[config.mk]
export PLATFORM = sky130hd
export DESIGN_NAME = txss_top
export DESIGN_NICKNAME = d
export VERILOG_FILES = /design/src/verilog/txss_sync2.v /design/src/verilog/txss_gate.v /design/src/verilog/txss_top.v
export VERILOG_INCLUDE_DIRS = /design/src /design/src/verilog
export SDC_FILE = /design/constraint.sdc
export NUM_CORES = 1
export LEC_CHECK = 0
export BUFFER_PORTS_ARGS = -buffer_cell sky130_fd_sc_hd__buf_2
export CAP_MARGIN = 20
export CELL_PAD_IN_SITES_DETAIL_PLACEMENT = 0
export CELL_PAD_IN_SITES_GLOBAL_PLACEMENT = 1
export CORE_MARGIN = 2
export CORE_UTILIZATION = 40
export CTS_BUF_LIST = sky130_fd_sc_hd__clkbuf_8 sky130_fd_sc_hd__clkbuf_16
export DETAILED_ROUTE_END_ITERATION = 16
export GPL_TIMING_DRIVEN = 0
export PLACE_DENSITY = 0.72
export SETUP_SLACK_MARGIN = 0.4
export SYNTH_ARGS = -nofsm -noshare
export SYNTH_HDL_FRONTEND = slang
export SYNTH_SLANG_ARGS = --single-unit
[constraint.sdc]
create_clock -name REF_CLK_I -period 1.7 [get_ports REF_CLK_I]
set_input_delay 0.255 -clock REF_CLK_I [delete_from_list [all_inputs] [get_ports REF_CLK_I]]
set_output_delay 0.255 -clock REF_CLK_I [all_outputs]
set_load 0.02 [all_outputs]
[src/verilog/txss_consts.vh]
`ifndef TXSS_CONSTS_VH
`define TXSS_CONSTS_VH
// ---------------------------------------------------------------
// address limits and reset value
// ---------------------------------------------------------------
`define TXSS_ADDR_MIN 6'h01
`define TXSS_ADDR_MAX 6'h3c
`define TXSS_ADDR_RST 6'h01
// ---------------------------------------------------------------
// timing
// ---------------------------------------------------------------
`define TXSS_CLK_HZ 10000000
`define TXSS_SLOT_US 25000
`define TXSS_SLOT_CYC ((`TXSS_CLK_HZ / 1000000) * `TXSS_SLOT_US)
// ---------------------------------------------------------------
// reset value of the accept-sync setting
// ---------------------------------------------------------------
`define TXSS_ACCEPT_RST 1'b1
`endif

[src/verilog/txss_sync2.v]
`timescale 1ns/1ns
`default_nettype none
// ---------------------------------------------------------------
// two-stage synchroniser
// ---------------------------------------------------------------
module txss_sync2 (
    input wire clk_i,
    input wire rst_n_i,
    input wire ce_i,
    input wire d_i,
    output wire q_o
);
    reg s1_r;
    reg s2_r;
    always @(posedge clk_i or negedge rst_n_i) begin
        if (!rst_n_i) begin
            s1_r <= 1'b0;
            s2_r <= 1'b0;
        end else if (ce_i) begin
            s1_r <= d_i;
            s2_r <= s1_r;
        end
    end
    assign q_o = s2_r;
endmodule // txss_sync2
`default_nettype wire

[src/verilog/txss_gate.v]
`timescale 1ns/1ns
`default_nettype none
// ---------------------------------------------------------------
// per-side transmitter gate
// ---------------------------------------------------------------
module txss_gate (
    input wire full_duty_i,
    input wire second_slot_i,
    input wire slot_i,
    output wire tx_on_o
);
    // full duty forces both slots on; half duty picks one slot
    assign tx_on_o = full_duty_i | (slot_i == second_slot_i);
endmodule // txss_gate
`default_nettype wire

[src/verilog/txss_top.v]
`timescale 1ns/1ns
`default_nettype none
`include "txss_consts.vh"
// Functional notes
// - only addresses 1 to 60 are accepted when a new address is written.
// - the address comes up as 1 after reset.
// - an address write is taken only from the direct USB path.
// - a USB session may open only while the enclosure tamper input is active.
// - every processor sends its own sync pulse at each cycle start.
// - a follower restarts its cycle on an incoming sync and then forwards it.
// - a master ignores incoming sync and runs on its own timing.
// - accept-sync low means master, high means follower; it resets high.
// - full duty keeps that side's transmitter on.
// - half duty gives 25 ms on then 25 ms off, repeating.
// - sides A and B have separate duty settings gating their own output.
// - in half duty a per-side coding bit picks the first or second slot.
// - in full duty both slots are on regardless of coding.
module txss_top #(
    parameter integer SLOT_CYC = `TXSS_SLOT_CYC
) (
    input wire REF_CLK_I,
    input wire RST_N_I,
    input wire CE_I,
    input wire TAMPER_ACTIVE_I,
    input wire USB_REQ_I,
    input wire ADDR_WR_I,
    input wire ADDR_VIA_USB_I,
    input wire [5:0] ADDR_NEW_I,
    input wire ACCEPT_SYNC_WR_I,
    input wire ACCEPT_SYNC_I,
    input wire DUTY_FULL_A_I,
    input wire DUTY_FULL_B_I,
    input wire SLOT2_A_I,
    input wire SLOT2_B_I,
    input wire SYNC_IN_I,
    output reg SYNC_OUT_O,
    output reg TX_ON_A_O,
    output reg TX_ON_B_O,
    output reg USB_SESSION_O,
    output reg [5:0] ADDR_O,
    output reg ADDR_REJECT_O,
    output reg SYNC_MASTER_O,
    output reg SLOT_O
);
    // ---------------------------------------------------------------
    // input synchronisers
    // ---------------------------------------------------------------
    wire sync_in_s;
    wire tamper_s;
    reg sync_in_d_r;
    txss_sync2 u_sync_in (
        .clk_i(REF_CLK_I),
        .rst_n_i(RST_N_I),
        .ce_i(CE_I),
        .d_i(SYNC_IN_I),
        .q_o(sync_in_s)
    );
    txss_sync2 u_tamper (
        .clk_i(REF_CLK_I),
        .rst_n_i(RST_N_I),
        .ce_i(CE_I),
        .d_i(TAMPER_ACTIVE_I),
        .q_o(tamper_s)
    );
    // ---------------------------------------------------------------
    // configuration
    // ---------------------------------------------------------------
    reg accept_r;
    wire addr_ok;
    assign addr_ok = (ADDR_NEW_I >= `TXSS_ADDR_MIN) &&
                     (ADDR_NEW_I <= `TXSS_ADDR_MAX);
    always @(posedge REF_CLK_I or negedge RST_N_I) begin
        if (!RST_N_I) begin
            ADDR_O <= `TXSS_ADDR_RST;
            ADDR_REJECT_O <= 1'b0;
            accept_r <= `TXSS_ACCEPT_RST;
            USB_SESSION_O <= 1'b0;
        end else if (CE_I) begin
            // session drops three enabled clocks after the door closes (two synchroniser stages, then this register)
            USB_SESSION_O <= USB_REQ_I & tamper_s;
            ADDR_REJECT_O <= 1'b0;
            if (ADDR_WR_I) begin
                if (ADDR_VIA_USB_I && USB_SESSION_O && addr_ok) begin
                    ADDR_O <= ADDR_NEW_I;
                end else begin
                    ADDR_REJECT_O <= 1'b1;
                end
            end
            if (ACCEPT_SYNC_WR_I) begin
                accept_r <= ACCEPT_SYNC_I;
            end
        end
    end
    // ---------------------------------------------------------------
    // slot timing
    // ---------------------------------------------------------------
    reg [31:0] cnt_r;
    reg slot_r;
    wire sync_rise;
    wire resync;
    assign sync_rise = sync_in_s & ~sync_in_d_r;
    // a master never restarts from outside, so two masters cannot fight
    assign resync = sync_rise & accept_r;
    always @(posedge REF_CLK_I or negedge RST_N_I) begin
        if (!RST_N_I) begin
            sync_in_d_r <= 1'b0;
            cnt_r <= 32'h0;
            slot_r <= 1'b0;
            SYNC_OUT_O <= 1'b0;
        end else if (CE_I) begin
            sync_in_d_r <= sync_in_s;
            SYNC_OUT_O <= 1'b0;
            if (resync) begin
                cnt_r <= 32'h0;
                slot_r <= 1'b0;
                SYNC_OUT_O <= 1'b1;
            end else if (cnt_r == SLOT_CYC - 1) begin
                cnt_r <= 32'h0;
                slot_r <= ~slot_r;
                // each cycle start emits our own sync onward
                SYNC_OUT_O <= slot_r;
            end else begin
                cnt_r <= cnt_r + 32'h1;
            end
        end
    end
    // ---------------------------------------------------------------
    // transmitter gates
    // ---------------------------------------------------------------
    wire slot_next;
    wire tx_a;
    wire tx_b;
    assign slot_next = resync ? 1'b0 :
                       (cnt_r == SLOT_CYC - 1) ? ~slot_r : slot_r;
    txss_gate u_gate_a (
        .full_duty_i(DUTY_FULL_A_I),
        .second_slot_i(SLOT2_A_I),
        .slot_i(slot_next),
        .tx_on_o(tx_a)
    );
    txss_gate u_gate_b (
        .full_duty_i(DUTY_FULL_B_I),
        .second_slot_i(SLOT2_B_I),
        .slot_i(slot_next),
        .tx_on_o(tx_b)
    );
    always @(posedge REF_CLK_I or negedge RST_N_I) begin
        if (!RST_N_I) begin
            TX_ON_A_O <= 1'b0;
            TX_ON_B_O <= 1'b0;
            SYNC_MASTER_O <= 1'b0;
            SLOT_O <= 1'b0;
        end else if (CE_I) begin
            TX_ON_A_O <= tx_a;
            TX_ON_B_O <= tx_b;
            SYNC_MASTER_O <= ~accept_r;
            SLOT_O <= slot_next;
        end
    end
endmodule // txss_top
`default_nettype wire

==> results.toml <==
[yosys]
avgSynthCellArea_um2 = 10.0
yosysSeqAreaShare_pct = 49.1
synthArstFlopShare_pct = 100
netlist_area_um2 = 2600
yosysUniqueCellTypes = 47
synth-edff-count = 0
yosys_warnings = 0
ys_seq_elements = 51
synthFlopType = "dfrtp_1"
synthCells = 260
synth_nets = 282

[timing]
worst_pin_slew_ps = 570
finalSetupTns_ps = -6910
post-route-period-util_pct = 114
hold_viol_final = 0
setup_viol = 35
max-slew-margin-rel_pct = 62.0
slew_violations = 0
clock_skew_ps = 13.2
grt_setup_unrepaired = "yes"
setup_slack_ps = -238
period_needed_ps = 1940
clock.fmax_mhz = 516

[place]
place_hpwl_um = 4330
dpl.cell_count = 369
place_area_um2 = 2980
place.gp.congestion = 0.811
io_buffers = 31

[critical_path]
worstPathMaxFanout = 5
timing.rr.start = "cnt_r[13]$_DFFE_PN0P_"
critical_path_class = "register to register"
critPathLaunchType = "register"
critPathSlowestCell = "dfrtp_2"
crit_required_ps = 1860
critPathMaxStageDelay_ps = 440
cp_cell_sequence = "nor4b_4 > nand4_1 > buf_4 > o31ai_4 > buf_6 > o21ba_4 > a31oi_1"
arrival_ps = 2100
crit_path_end_kind = "register"
timing.critical_path.from = "cnt_r[13]$_DFFE_PN0P_"

[grt]
grt_util_all_layers_pct = 18.1
grt_pass1_wl_um = 10400
grt_overflow_total = 0
grt_max_degree = 32
grt_antenna_before_repair = 0
grt_pass1_vias = 2091

[cells_and_area]
final_common_cell = "dfrtp_1"
largest_register_ffs = 32
fin_cells = 406
areaGrowthSynthToFinish_pct = 36.3
final_cell_mix = "35 x dfrtp_1, 32 x buf_2, 23 x nand2_1"
top_register = "cnt_r"
nets = 350
drive_gt1_share_pct = 44.7
final_design_area_no_fill_um2 = 3550
top_regs = "cnt_r: 32 flops, ADDR_O: 6 flops"
diodes = 0

[routing]
drc = 0
vias = 2261
wl_per_cell_um = 15.9
via_per_inst = 5.57
initialDrtViolationCount = 115
antenna_left = 0
first_pass_iters = 5
drt_wl_total_um = 6470

[clock_tree]
root_buffer = "clkbuf_8"
tritoncts = "built"
clock-sinks = 51
cts_inserted_buffers = 5
clock_latency_ps = 310
cts.path.max_buffers = 2
cts.htree.levels = 2
clkTransAtPathRegs_ps = 100

[flow_run]
drv_cap = 0

[power]
leakagePower_nw = 1.52
ir_drop_v = 0.000539
power_density_nw_per_um2 = 803

[floorplanning]
die_h_um = 84.7
dieArea_um2 = 7170
die_w_um = 84.7
initial_core_util_pct = 41.3
pin_count = 33
std_cell_rows = 29
core_area_um2 = 6310

[status]
status = "finished with violations"
violations = "negative setup slack"

[worst_hold_path]
hold_path.class = "input port to register"
min_from = "SYNC_IN_I"
==> metrics by stage <==
step | power (mW) | utilization, % | hold WS (ps) | worst slack (ps)
after floorplan | 1.77 | - | -40.6 | -45.5
after global placement | 1.96 | 46.8 | 466 | -452
after detailed placement | 1.98 | 47.1 | 261 | -423
after CTS | 2.77 | 52.4 | 172 | -272
after global routing | 3.00 | 56.2 | 170 | -363
final | 2.85 | 56.2 | 178 | -238
==> kinds of logic (layout without fill, tap and decap cells) <==
group | after synthesis | count (layout) | synth area share (%)
and+or+nand+nor | 128 | 128 | 26.9
DFF | 51 | 51 | 49.1
AOI/OAI and AO/OA | 32 | 32 | 8.45
xor gates and xnor gates | 20 | 20 | 6.72
buffers and inverters | 14 | 83 | 2.31
muxes | 13 | 13 | 5.57
adders and majority gates | 2 | 2 | 0.960
==> routing by layer <==
layer	GRT usage, %	share of wire (%)
met1	25.2	44
met2	29.7	49
met3	2.75	6.0
met4	4.91	1.3
met5	0	0
==> area by class of cell <==
class / instances / area [µm²]
repair buffers: 61 / 452
well taps: 77 / 96.3
inverters: 5 / 18.8
multi-input cells: 195 / 1520
fillers: 587 / 2760
flip-flops and latches: 51 / 1300
plain buffers: 9 / 71.3
clock inverters: 2 / 16.3
clock buffers: 6 / 82.6
==> final timing paths <==
path                                              end  slack (ps)  depth (start not counted)
hold reg to reg             SYNC_MASTER_O$_DFFE_PN0P_         490                          2
max in group asynchronous        accept_r$_DFFE_PN1P_         650                          3
min in group asynchronous       ADDR_O[2]$_DFFE_PN0P_         430                          2
setup / recovery                cnt_r[27]$_DFFE_PN0P_        -240                          7
hold / removal             u_sync_in.s1_r$_DFFE_PN0P_         180                          2
setup reg to reg                cnt_r[27]$_DFFE_PN0P_        -240                          7
==> cells in the mapped netlist, types with 2 or more instances <==
| cell | instances | share of area (%) |
|---|---|---|
| a21oi_1 | 3 | 0.58 |
| or4_1 | 4 | 1.2 |
| nor2_1 | 31 | 4.5 |
| and3_1 | 4 | 0.96 |
| nor3_1 | 4 | 0.77 |
| buf_2 | 3 | 0.58 |
| nand4_1 | 10 | 2.4 |
| o2bb2ai_1 | 2 | 0.67 |
| o211ai_1 | 4 | 1.2 |
| clkbuf_1 | 4 | 0.58 |
| or3_1 | 4 | 0.96 |
| nand3_1 | 21 | 4.0 |
| a22o_1 | 3 | 1.0 |
| nand2_1 | 26 | 3.7 |
| mux2_2 | 12 | 5.2 |
| ha_1 | 2 | 0.96 |
| xnor2_1 | 9 | 3.0 |
| and2_1 | 5 | 1.2 |
| xor2_1 | 11 | 3.7 |
| a31oi_1 | 9 | 2.2 |
| dfrtp_1 | 49 | 47 |
| inv_1 | 5 | 0.72 |
| a21o_1 | 2 | 0.58 |
| dfstp_2 | 2 | 2.0 |
| o21ai_0 | 4 | 0.77 |
| nor4_1 | 5 | 1.2 |
| nor4b_1 | 2 | 0.67 |
==> worst max-delay path: cells and delay by family (launching register included) <==
| family | cells | cell delay, ps |
|---|---|---|
| AOI/OAI and AO/OA | 3 | 440 |
| and+or+nand+nor | 2 | 540 |
| DFF | 1 | 440 |
| buffers and inverters | 2 | 370 |
==> power by group <==
| part | total [mW] | switching [mW] | internal [mW] |
|---|---|---|---|
| Combinational | 0.667 | 0.345 | 0.322 |
| Sequential | 1.43 | 0.0886 | 1.34 |
| Clock | 0.751 | 0.418 | 0.333 |
==> what timing repair did <==
item / in CTS / in global routing
gates cloned: 1 / 3
pin swaps: 7 / 26
gates resized for setup: 33 / 30
endpoints found under the hold margin: 19 / 0
setup endpoints to repair: 42 / 40
hold buffers: 1 / 0
setup buffers: 11 / 13
No activity file was read; power rests on OpenSTA's default activity.
